===== src/rtl/sgpc_pkg.sv =====
// Purpose: Shared constants for the switch global policy control bank
// Assumes: 8-bit register index space, byte-wide registers
// Notes: Field positions are bit indices within each byte register
package sgpc_pkg;
    localparam int unsigned ADDR_W = 8;
    localparam int unsigned DATA_W = 8;
    localparam int unsigned LEN_W = 11;
    localparam int unsigned COLL_W = 5;

    // Register indices
    localparam logic [7:0] MAC_GLOBAL_CONTROL_OFS = 8'h03;
    localparam logic [7:0] FORWARDING_POLICY_CONTROL_OFS = 8'h04;
    localparam logic [7:0] VLAN_SNOOP_CONTROL_OFS = 8'h05;

    // Reset values
    localparam logic [7:0] MAC_GLOBAL_CONTROL_RST = 8'h34;
    localparam logic [7:0] FORWARDING_POLICY_CONTROL_RST = 8'hf0;
    localparam logic [7:0] VLAN_SNOOP_CONTROL_RST = 8'h00;

    // Writable bits of the mixed register; bits 5,4,2,1 read as zero
    localparam logic [7:0] VLAN_SNOOP_CONTROL_WMASK = 8'hc9;

    // mac_global_control fields
    localparam int unsigned AGGR_BACKOFF_BIT = 0;

    // forwarding_policy_control fields
    localparam int unsigned PVLAN_DISCARD_BIT = 7;
    localparam int unsigned MCAST_STORM_EXCL_BIT = 6;
    localparam int unsigned BP_CARRIER_BIT = 5;
    localparam int unsigned FAIR_MODE_BIT = 4;
    localparam int unsigned NO_EXCOLL_DROP_BIT = 3;
    localparam int unsigned HUGE_FRAME_BIT = 2;
    localparam int unsigned LEGAL_SIZE_BIT = 1;
    localparam int unsigned FWD_RSVD_BIT = 0;

    // vlan_snoop_control fields
    localparam int unsigned VLAN_ENABLE_BIT = 7;
    localparam int unsigned IGMP_SNOOP_BIT = 6;

    // Destination address group bit
    localparam int unsigned DA_GROUP_BIT = 40;

    // Frame length limits in bytes, inclusive
    localparam logic [10:0] LEN_HUGE_MAX = 11'h077c;
    localparam logic [10:0] LEN_DEFAULT_MAX = 11'h0600;
    localparam logic [10:0] LEN_TAGGED_MAX = 11'h05f2;
    localparam logic [10:0] LEN_UNTAGGED_MAX = 11'h05ee;

    // Collision count at which a frame is abandoned
    localparam logic [4:0] EXCESS_COLL_LIMIT = 5'h10;
endpackage : sgpc_pkg


===== src/rtl/sgpc_policy_bank.sv =====
// Purpose: Global policy control registers and the frame decisions they steer
// Assumes: Register port and frame attributes are synchronous to clock_i
// Notes: Decisions answer one cycle after the request; reads answer one cycle after rd_en_i
//
// Contract
// - Aggressive back-off bit at 1 selects the non-standard half-duplex back-off, default 0.
// - Port-VLAN discard at 1 blocks every boundary crossing, at 0 only known unicast may cross.
// - Port mirroring is permitted only while the port-VLAN discard bit is set.
// - Storm exclusion at 1 regulates only broadcast, at 0 also any frame with DA[40] set.
// - Back-pressure style bit selects carrier-sense at 1 (default) and collision at 0.
// - Fair mode at 1 drops from the non-flow-controlled port, at 0 throttles the other.
// - With no-excessive-collision-drop at 0 a frame with 16 or more collisions is dropped.
// - Huge-frame bit at 1 accepts up to 1916 bytes regardless of the legal-size bit.
// - Otherwise the limit is 1536, or 1522 tagged and 1518 untagged with legal-size at 1.
// - The 802.1Q VLAN enable bit turns VLAN mode on at 1, default off.
// - IGMP snoop at 1 sends every IGMP frame to the processor port, default off.
// - Bits 5 and 4 of the VLAN and snoop register are read-only and read as 0.
`timescale 1ns/10ps
module sgpc_policy_bank
    import sgpc_pkg::*;
(
    input wire logic clock_i,
    input wire logic reset_i,
    // Register port
    input wire logic [sgpc_pkg::ADDR_W-1:0] addr_i,
    input wire logic wr_en_i,
    input wire logic [sgpc_pkg::DATA_W-1:0] wr_data_i,
    input wire logic rd_en_i,
    output logic [sgpc_pkg::DATA_W-1:0] rd_data_o,
    output logic rd_valid_o,
    // Frame decision request
    input wire logic frame_valid_i,
    input wire logic [sgpc_pkg::LEN_W-1:0] frame_length_i,
    input wire logic frame_tagged_i,
    input wire logic [47:0] frame_da_i,
    input wire logic frame_crosses_pvlan_i,
    input wire logic frame_known_unicast_i,
    input wire logic frame_is_igmp_i,
    // Transmit collision report
    input wire logic coll_valid_i,
    input wire logic [sgpc_pkg::COLL_W-1:0] coll_count_i,
    // Congestion between a flow-controlled and a non-flow-controlled source
    input wire logic mixed_congest_i,
    // Decision answer
    output logic decision_valid_o,
    output logic drop_oversize_o,
    output logic drop_pvlan_o,
    output logic storm_count_o,
    output logic igmp_to_cpu_o,
    output logic coll_drop_o,
    output logic drop_nonfc_port_o,
    output logic throttle_fc_port_o,
    // Level controls to MAC and forwarding logic
    output logic aggr_backoff_o,
    output logic bp_carrier_sense_o,
    output logic mirror_allowed_o,
    output logic vlan_mode_o
);
    import sgpc_pkg::*;

    logic [7:0] mac_ctrl_reg;
    logic [7:0] mac_ctrl_next;
    logic [7:0] fwd_ctrl_reg;
    logic [7:0] fwd_ctrl_next;
    logic [7:0] vsn_ctrl_reg;
    logic [7:0] vsn_ctrl_next;

    logic [7:0] rd_data_reg;
    logic [7:0] rd_data_next;
    logic rd_valid_reg;
    logic rd_valid_next;

    logic dec_valid_reg;
    logic dec_valid_next;
    logic oversize_reg;
    logic oversize_next;
    logic pvlan_drop_reg;
    logic pvlan_drop_next;
    logic storm_reg;
    logic storm_next;
    logic igmp_reg;
    logic igmp_next;
    logic coll_drop_reg;
    logic coll_drop_next;
    logic nonfc_drop_reg;
    logic nonfc_drop_next;
    logic fc_throttle_reg;
    logic fc_throttle_next;

    logic [3:0] level_reg;
    logic [3:0] level_next;

    logic chk_oversize;
    logic chk_storm;

    sgpc_frame_check u_frame_check (
        .huge_frame_i(fwd_ctrl_reg[HUGE_FRAME_BIT]),
        .legal_size_i(fwd_ctrl_reg[LEGAL_SIZE_BIT]),
        .mcast_storm_excl_i(fwd_ctrl_reg[MCAST_STORM_EXCL_BIT]),
        .tagged_i(frame_tagged_i),
        .length_i(frame_length_i),
        .da_i(frame_da_i),
        .limit_o(),
        .oversize_o(chk_oversize),
        .storm_class_o(chk_storm)
    );

    // Register writes; all other offsets ignore writes
    always_comb begin
        mac_ctrl_next = mac_ctrl_reg;
        fwd_ctrl_next = fwd_ctrl_reg;
        vsn_ctrl_next = vsn_ctrl_reg;
        if (wr_en_i) begin
            if (addr_i == MAC_GLOBAL_CONTROL_OFS) begin
                mac_ctrl_next = wr_data_i;
            end else if (addr_i == FORWARDING_POLICY_CONTROL_OFS) begin
                // Reserved bit 0 is stored as written; software keeps it at 0
                fwd_ctrl_next = wr_data_i;
            end else if (addr_i == VLAN_SNOOP_CONTROL_OFS) begin
                vsn_ctrl_next = wr_data_i & VLAN_SNOOP_CONTROL_WMASK;
            end
        end
    end

    always_ff @(posedge clock_i or posedge reset_i) begin
        if (reset_i) begin
            mac_ctrl_reg <= MAC_GLOBAL_CONTROL_RST;
            fwd_ctrl_reg <= FORWARDING_POLICY_CONTROL_RST;
            vsn_ctrl_reg <= VLAN_SNOOP_CONTROL_RST;
        end else begin
            mac_ctrl_reg <= mac_ctrl_next;
            fwd_ctrl_reg <= fwd_ctrl_next;
            vsn_ctrl_reg <= vsn_ctrl_next;
        end
    end

    // Register reads; unmapped offsets read as zero
    always_comb begin
        rd_valid_next = rd_en_i;
        rd_data_next = rd_data_reg;
        if (rd_en_i) begin
            if (addr_i == MAC_GLOBAL_CONTROL_OFS) begin
                rd_data_next = mac_ctrl_reg;
            end else if (addr_i == FORWARDING_POLICY_CONTROL_OFS) begin
                rd_data_next = fwd_ctrl_reg;
            end else if (addr_i == VLAN_SNOOP_CONTROL_OFS) begin
                rd_data_next = vsn_ctrl_reg & VLAN_SNOOP_CONTROL_WMASK;
            end else begin
                rd_data_next = 8'h00;
            end
        end
    end

    always_ff @(posedge clock_i or posedge reset_i) begin
        if (reset_i) begin
            rd_data_reg <= 8'h00;
            rd_valid_reg <= 1'b0;
        end else begin
            rd_data_reg <= rd_data_next;
            rd_valid_reg <= rd_valid_next;
        end
    end

    // Frame decisions use the register values as they stand, so a write
    // applies to the very next request with no restart of the switch
    always_comb begin
        dec_valid_next = frame_valid_i;
        oversize_next = 1'b0;
        pvlan_drop_next = 1'b0;
        storm_next = 1'b0;
        igmp_next = 1'b0;
        if (frame_valid_i) begin
            oversize_next = chk_oversize;
            storm_next = chk_storm;
            // Known unicast may cross only with the discard bit cleared
            pvlan_drop_next = frame_crosses_pvlan_i
                && (fwd_ctrl_reg[PVLAN_DISCARD_BIT] || !frame_known_unicast_i);
            igmp_next = vsn_ctrl_reg[IGMP_SNOOP_BIT] && frame_is_igmp_i;
        end
    end

    // Excessive collisions and mixed flow-control congestion
    always_comb begin
        coll_drop_next = coll_valid_i && (coll_count_i >= EXCESS_COLL_LIMIT)
            && !fwd_ctrl_reg[NO_EXCOLL_DROP_BIT];
        nonfc_drop_next = mixed_congest_i && fwd_ctrl_reg[FAIR_MODE_BIT];
        fc_throttle_next = mixed_congest_i && !fwd_ctrl_reg[FAIR_MODE_BIT];
    end

    always_ff @(posedge clock_i or posedge reset_i) begin
        if (reset_i) begin
            dec_valid_reg <= 1'b0;
            oversize_reg <= 1'b0;
            pvlan_drop_reg <= 1'b0;
            storm_reg <= 1'b0;
            igmp_reg <= 1'b0;
            coll_drop_reg <= 1'b0;
            nonfc_drop_reg <= 1'b0;
            fc_throttle_reg <= 1'b0;
        end else begin
            dec_valid_reg <= dec_valid_next;
            oversize_reg <= oversize_next;
            pvlan_drop_reg <= pvlan_drop_next;
            storm_reg <= storm_next;
            igmp_reg <= igmp_next;
            coll_drop_reg <= coll_drop_next;
            nonfc_drop_reg <= nonfc_drop_next;
            fc_throttle_reg <= fc_throttle_next;
        end
    end

    // Level controls, retimed so every output leaves from a flip-flop
    always_comb begin
        level_next[0] = mac_ctrl_reg[AGGR_BACKOFF_BIT];
        level_next[1] = fwd_ctrl_reg[BP_CARRIER_BIT];
        // Mirroring is only safe while boundary crossing is fully blocked
        level_next[2] = fwd_ctrl_reg[PVLAN_DISCARD_BIT];
        // VLAN mode relies on software having loaded the table first
        level_next[3] = vsn_ctrl_reg[VLAN_ENABLE_BIT];
    end

    always_ff @(posedge clock_i or posedge reset_i) begin
        if (reset_i) begin
            level_reg <= 4'h6;
        end else begin
            level_reg <= level_next;
        end
    end

    assign rd_data_o = rd_data_reg;
    assign rd_valid_o = rd_valid_reg;
    assign decision_valid_o = dec_valid_reg;
    assign drop_oversize_o = oversize_reg;
    assign drop_pvlan_o = pvlan_drop_reg;
    assign storm_count_o = storm_reg;
    assign igmp_to_cpu_o = igmp_reg;
    assign coll_drop_o = coll_drop_reg;
    assign drop_nonfc_port_o = nonfc_drop_reg;
    assign throttle_fc_port_o = fc_throttle_reg;
    assign aggr_backoff_o = level_reg[0];
    assign bp_carrier_sense_o = level_reg[1];
    assign mirror_allowed_o = level_reg[2];
    assign vlan_mode_o = level_reg[3];
endmodule : sgpc_policy_bank


===== src/rtl/sgpc_frame_check.sv =====
// Purpose: Per-frame length limit and storm class evaluation
// Assumes: Inputs stable in the cycle they are sampled by the caller
// Notes: Purely combinational; the caller registers the results
`timescale 1ns/10ps
module sgpc_frame_check
    import sgpc_pkg::*;
(
    input wire logic huge_frame_i,
    input wire logic legal_size_i,
    input wire logic mcast_storm_excl_i,
    input wire logic tagged_i,
    input wire logic [sgpc_pkg::LEN_W-1:0] length_i,
    input wire logic [47:0] da_i,
    output logic [sgpc_pkg::LEN_W-1:0] limit_o,
    output logic oversize_o,
    output logic storm_class_o
);
    always_comb begin
        if (huge_frame_i) begin
            limit_o = LEN_HUGE_MAX;
        end else if (!legal_size_i) begin
            limit_o = LEN_DEFAULT_MAX;
        end else if (tagged_i) begin
            limit_o = LEN_TAGGED_MAX;
        end else begin
            limit_o = LEN_UNTAGGED_MAX;
        end
        oversize_o = length_i > limit_o;
        // Broadcast always counts; group-addressed only when not excluded
        storm_class_o = (&da_i) || (!mcast_storm_excl_i && da_i[DA_GROUP_BIT]);
    end
endmodule : sgpc_frame_check


===== config.mk =====
export PLATFORM = sky130hd
export DESIGN_NAME = sgpc_policy_bank
export DESIGN_NICKNAME = d
export VERILOG_FILES = /design/src/rtl/sgpc_pkg.sv /design/src/rtl/sgpc_policy_bank.sv /design/src/rtl/sgpc_frame_check.sv
export SDC_FILE = /design/constraint.sdc
export NUM_CORES = 1
export LEC_CHECK = 0
export BUFFER_PORTS_ARGS = -buffer_cell sky130_fd_sc_hd__buf_2
export CORE_MARGIN = 1.5
export CORE_UTILIZATION = 47
export DETAILED_ROUTE_END_ITERATION = 6
export PLACE_DENSITY = 0.94
export REMOVE_ABC_BUFFERS = 1
export SLEW_MARGIN = 25
export SYNTH_ARGS = -nofsm -noshare
export SYNTH_HDL_FRONTEND = slang
export SYNTH_SLANG_ARGS = --single-unit

===== constraint.sdc =====
create_clock -name clock_i -period 2.7 [get_ports clock_i]
set_input_delay 0 -clock clock_i [delete_from_list [all_inputs] [get_ports clock_i]]
set_output_delay 0 -clock clock_i [all_outputs]
set_load 0.01 [all_outputs]

==> results.txt <==
Status: completed
Number of nets with antenna violations after routing: 0
Grt total ovfl: 0
Int Pwr: 1.05 mW
Final setup margin: 1.09 ns
R2R Path End: drop_oversize_o
Sw Ratio: 23.0%
Hpwl dp: 3.83 mm
CP endpoint: drop_oversize_o
Pre-CTS setup slack: 0.916 ns
CP max FO: 6
Largest family of logic cells by synthesized area: simple AND/OR/NAND/NOR gates
Total CTS buffers: 5
Adder-cell share of the synthesized area: 5.67%
Initial antenna violation count: 0
Synth area leader: dfrtp_1
Register area share after synthesis: 52.3%
CP Data Required Time: 2.92 ns
Combinational power share: 14.3%
Htree depth: 2
Number of synthesized register bits: 41
Pwr Total: 1.37 mW
Slew headroom: 59.0%
Core Area: 4030 µm²
GRT Total Usage: 24.2%
Number of global-route vias before repair: 1,837
Max Clock Freq: 0.620 GHz
Final GP Congestion: 0.818
DRT Wirelength: 5.16 mm
Slew Viols, Final: 0
R2r setup slk: 1.09 ns
Vias: 1,805
Area Growth Syn to Fin: 45.0%
Hold Slack: 0.0114 ns
Initial DRT Pass Iterations: 4
DR vias/cell: 5.13
Clock power share: 37.7%
WS Path Type: register to register
Synth area leaders: dfrtp_1 40%, dfstp_2 12%, mux2_2 9.6%
Fin util: 71.4%
Tmin final: 1.61 ns
Die Wd: 68.0 µm
Sequential power share: 48.0%
Yosys cell types: 33
Die ar.: 4620 µm²
Worst Reg-to-Reg Cells: 6
Layout cell share with drive strength beyond 1: 50.3%
Iteration-0 DRC Markers: 74
Clock Sinks: 41
Worst-margin pin slew: 0.614 ns
Antenna Cells: 0
Mux contribution to synthesized area: 12.7%
DIE HEIGHT: 68.0 µm
Sw Pwr: 314 µW
Synth Flop Type: dfrtp_1
CTS tree: done
Worst-skew pair later-pin latency: 0.29 ns
Nets: 401
Power per cell area: 475 nW/µm²
VDD IR max: 0.000314 V
CTS max path bufs: 2
Top-area cell type share of the netlist area: 40.4%
Port Buffers: 107
Drc violations: 0
Root buffer cell: clkbuf_8
Synth warnings: 0
FF-to-FF Start: fwd_ctrl_reg[2]
Setup violations, final: 0
Clock Skew: 0.00181 ns
# IOs: 112
Arr. time, crit path: 1.84 ns
Post-Syn Area: 1980 µm²
Setup Total Neg Slack: 0 ns
Setup crit start: fwd_ctrl_reg[2]
First-pass GRT wire length: 8.13 mm
Syn Area/Cell: 11.6 µm²
Count of final hold-check violations: 0
Period utilisation layout: 59.8%
Largest net degree at the start of global routing: 42
Pleak: 1.50 nW
Initial Utilization: 49.3%
Post-Synth XOR/XNOR Area: 0%
Simple-gate share of the synthesized area: 17.7%
Compound-cell area share of the yosys netlist: 8.45%
Drt wl/cell: 14.7 µm
CP endpoint kind: register
RSZ-0062 raised after global routing: false
Post-synth EDFFs: 0
Max cap viols: 0
Synth Instances: 171
CP Launch Type: register
Row count: 23
Hold Path Class: primary input to register
Clk slew on worst S/H paths: 0.08 ns
Ys async rst share: 100%
-- per-stage QoR --
step / instances / cell area, µm²
after floorplan: 166 / 1950
after global placement: 325 / 2570
after detailed placement: 325 / 2570
after CTS: 352 / 2880
after global routing: 352 / 2880
final: 352 / 2880
-- layer usage --
layer	GRT usage, %	vias to the layer above	wire length, µm
met5	0	-	0
met4	9.00	0	89
met1	27.5	859	2140
met3	6.74	14	237
li1	-	884	-
met2	43.0	48	2690
-- repair_timing --
action / in CTS / in global routing
setup endpoints to repair: 0 / 0
hold buffers: 19 / 0
endpoints found under the hold margin: 61 / 0
gates resized for setup: 0 / 0
setup buffers: 0 / 0
-- placed cells by master, fill, tap and decap left out, types with 6 or more instances in the layout --
cell,n
mux2_2,17
nand2_1,6
clkbuf_8,6
dfrtp_1,32
a21oi_1,8
ha_1,9
buf_2,107
nand3_1,14
nand4_1,13
inv_1,9
dfstp_2,9
nor2b_1,6
dlygate4sd3_1,19
-- cell type report --
class,instances,area [µm²]
clock buffer,6,82.6
clock inverter,2,37.5
fill,332,1150
inverter,9,33.8
multi-input combinational,116,883
sequential,41,1040
tap,50,62.6
timing repair buffer,128,741
-- cells in the mapped netlist (2+ instances only) --
cell type	n
a21o_1	4
a21oi_1	8
a22oi_1	3
and3_1	2
clkbuf_1	3
dfrtp_1	32
dfstp_2	9
ha_1	9
inv_1	9
mux2_2	17
mux2_4	4
nand2_1	6
nand2_2	2
nand2b_1	5
nand3_1	14
nand4_1	13
nor2_1	2
nor2b_1	6
nor4_1	2
o21ai_0	5
o22ai_1	4
-- critical path: stages (launching register included) --
cell	delay [ns]
dfrtp_1	0.44
nor2_1	0.24
ha_1	0.21
nand4_1	0.14
o21bai_1	0.18
a31o_2	0.20
a21oi_1	0.13
-- kinds of logic (layout without fill, tap and decap cells) --
| family | count (synthesis) | in the layout |
|---|---|---|
| simple gates | 59 | 59 |
| flops | 41 | 41 |
| buf+inv | 14 | 145 |
| fa+ha+maj | 9 | 9 |
| compound gates | 27 | 27 |
| mux | 21 | 21 |
-- power groups by stage --
stage | clock network (mW) | logic [mW] | registers (mW)
after floorplan | 0 | 0.0727 | 0.668
after global placement | 0 | 0.166 | 0.665
after detailed placement | 0 | 0.174 | 0.666
after CTS | 0.524 | 0.196 | 0.655
after global routing | 0.542 | 0.219 | 0.657
final | 0.515 | 0.196 | 0.655
-- worst min path at each step --
stage,endpoint,slack (ns),startpoint,cells after the start
finish,drop_oversize_o,0.01,frame_length_i[0],3
global route,drop_oversize_o,0.06,frame_length_i[0],3
CTS,drop_oversize_o,0.005,frame_length_i[0],3
detailed placement,decision_valid_o,0.16,reset_i,3
global placement,storm_count_o,0.15,reset_i,3
floorplan,decision_valid_o,0.03,frame_valid_i,0
No activity file was read; power rests on OpenSTA's default activity.
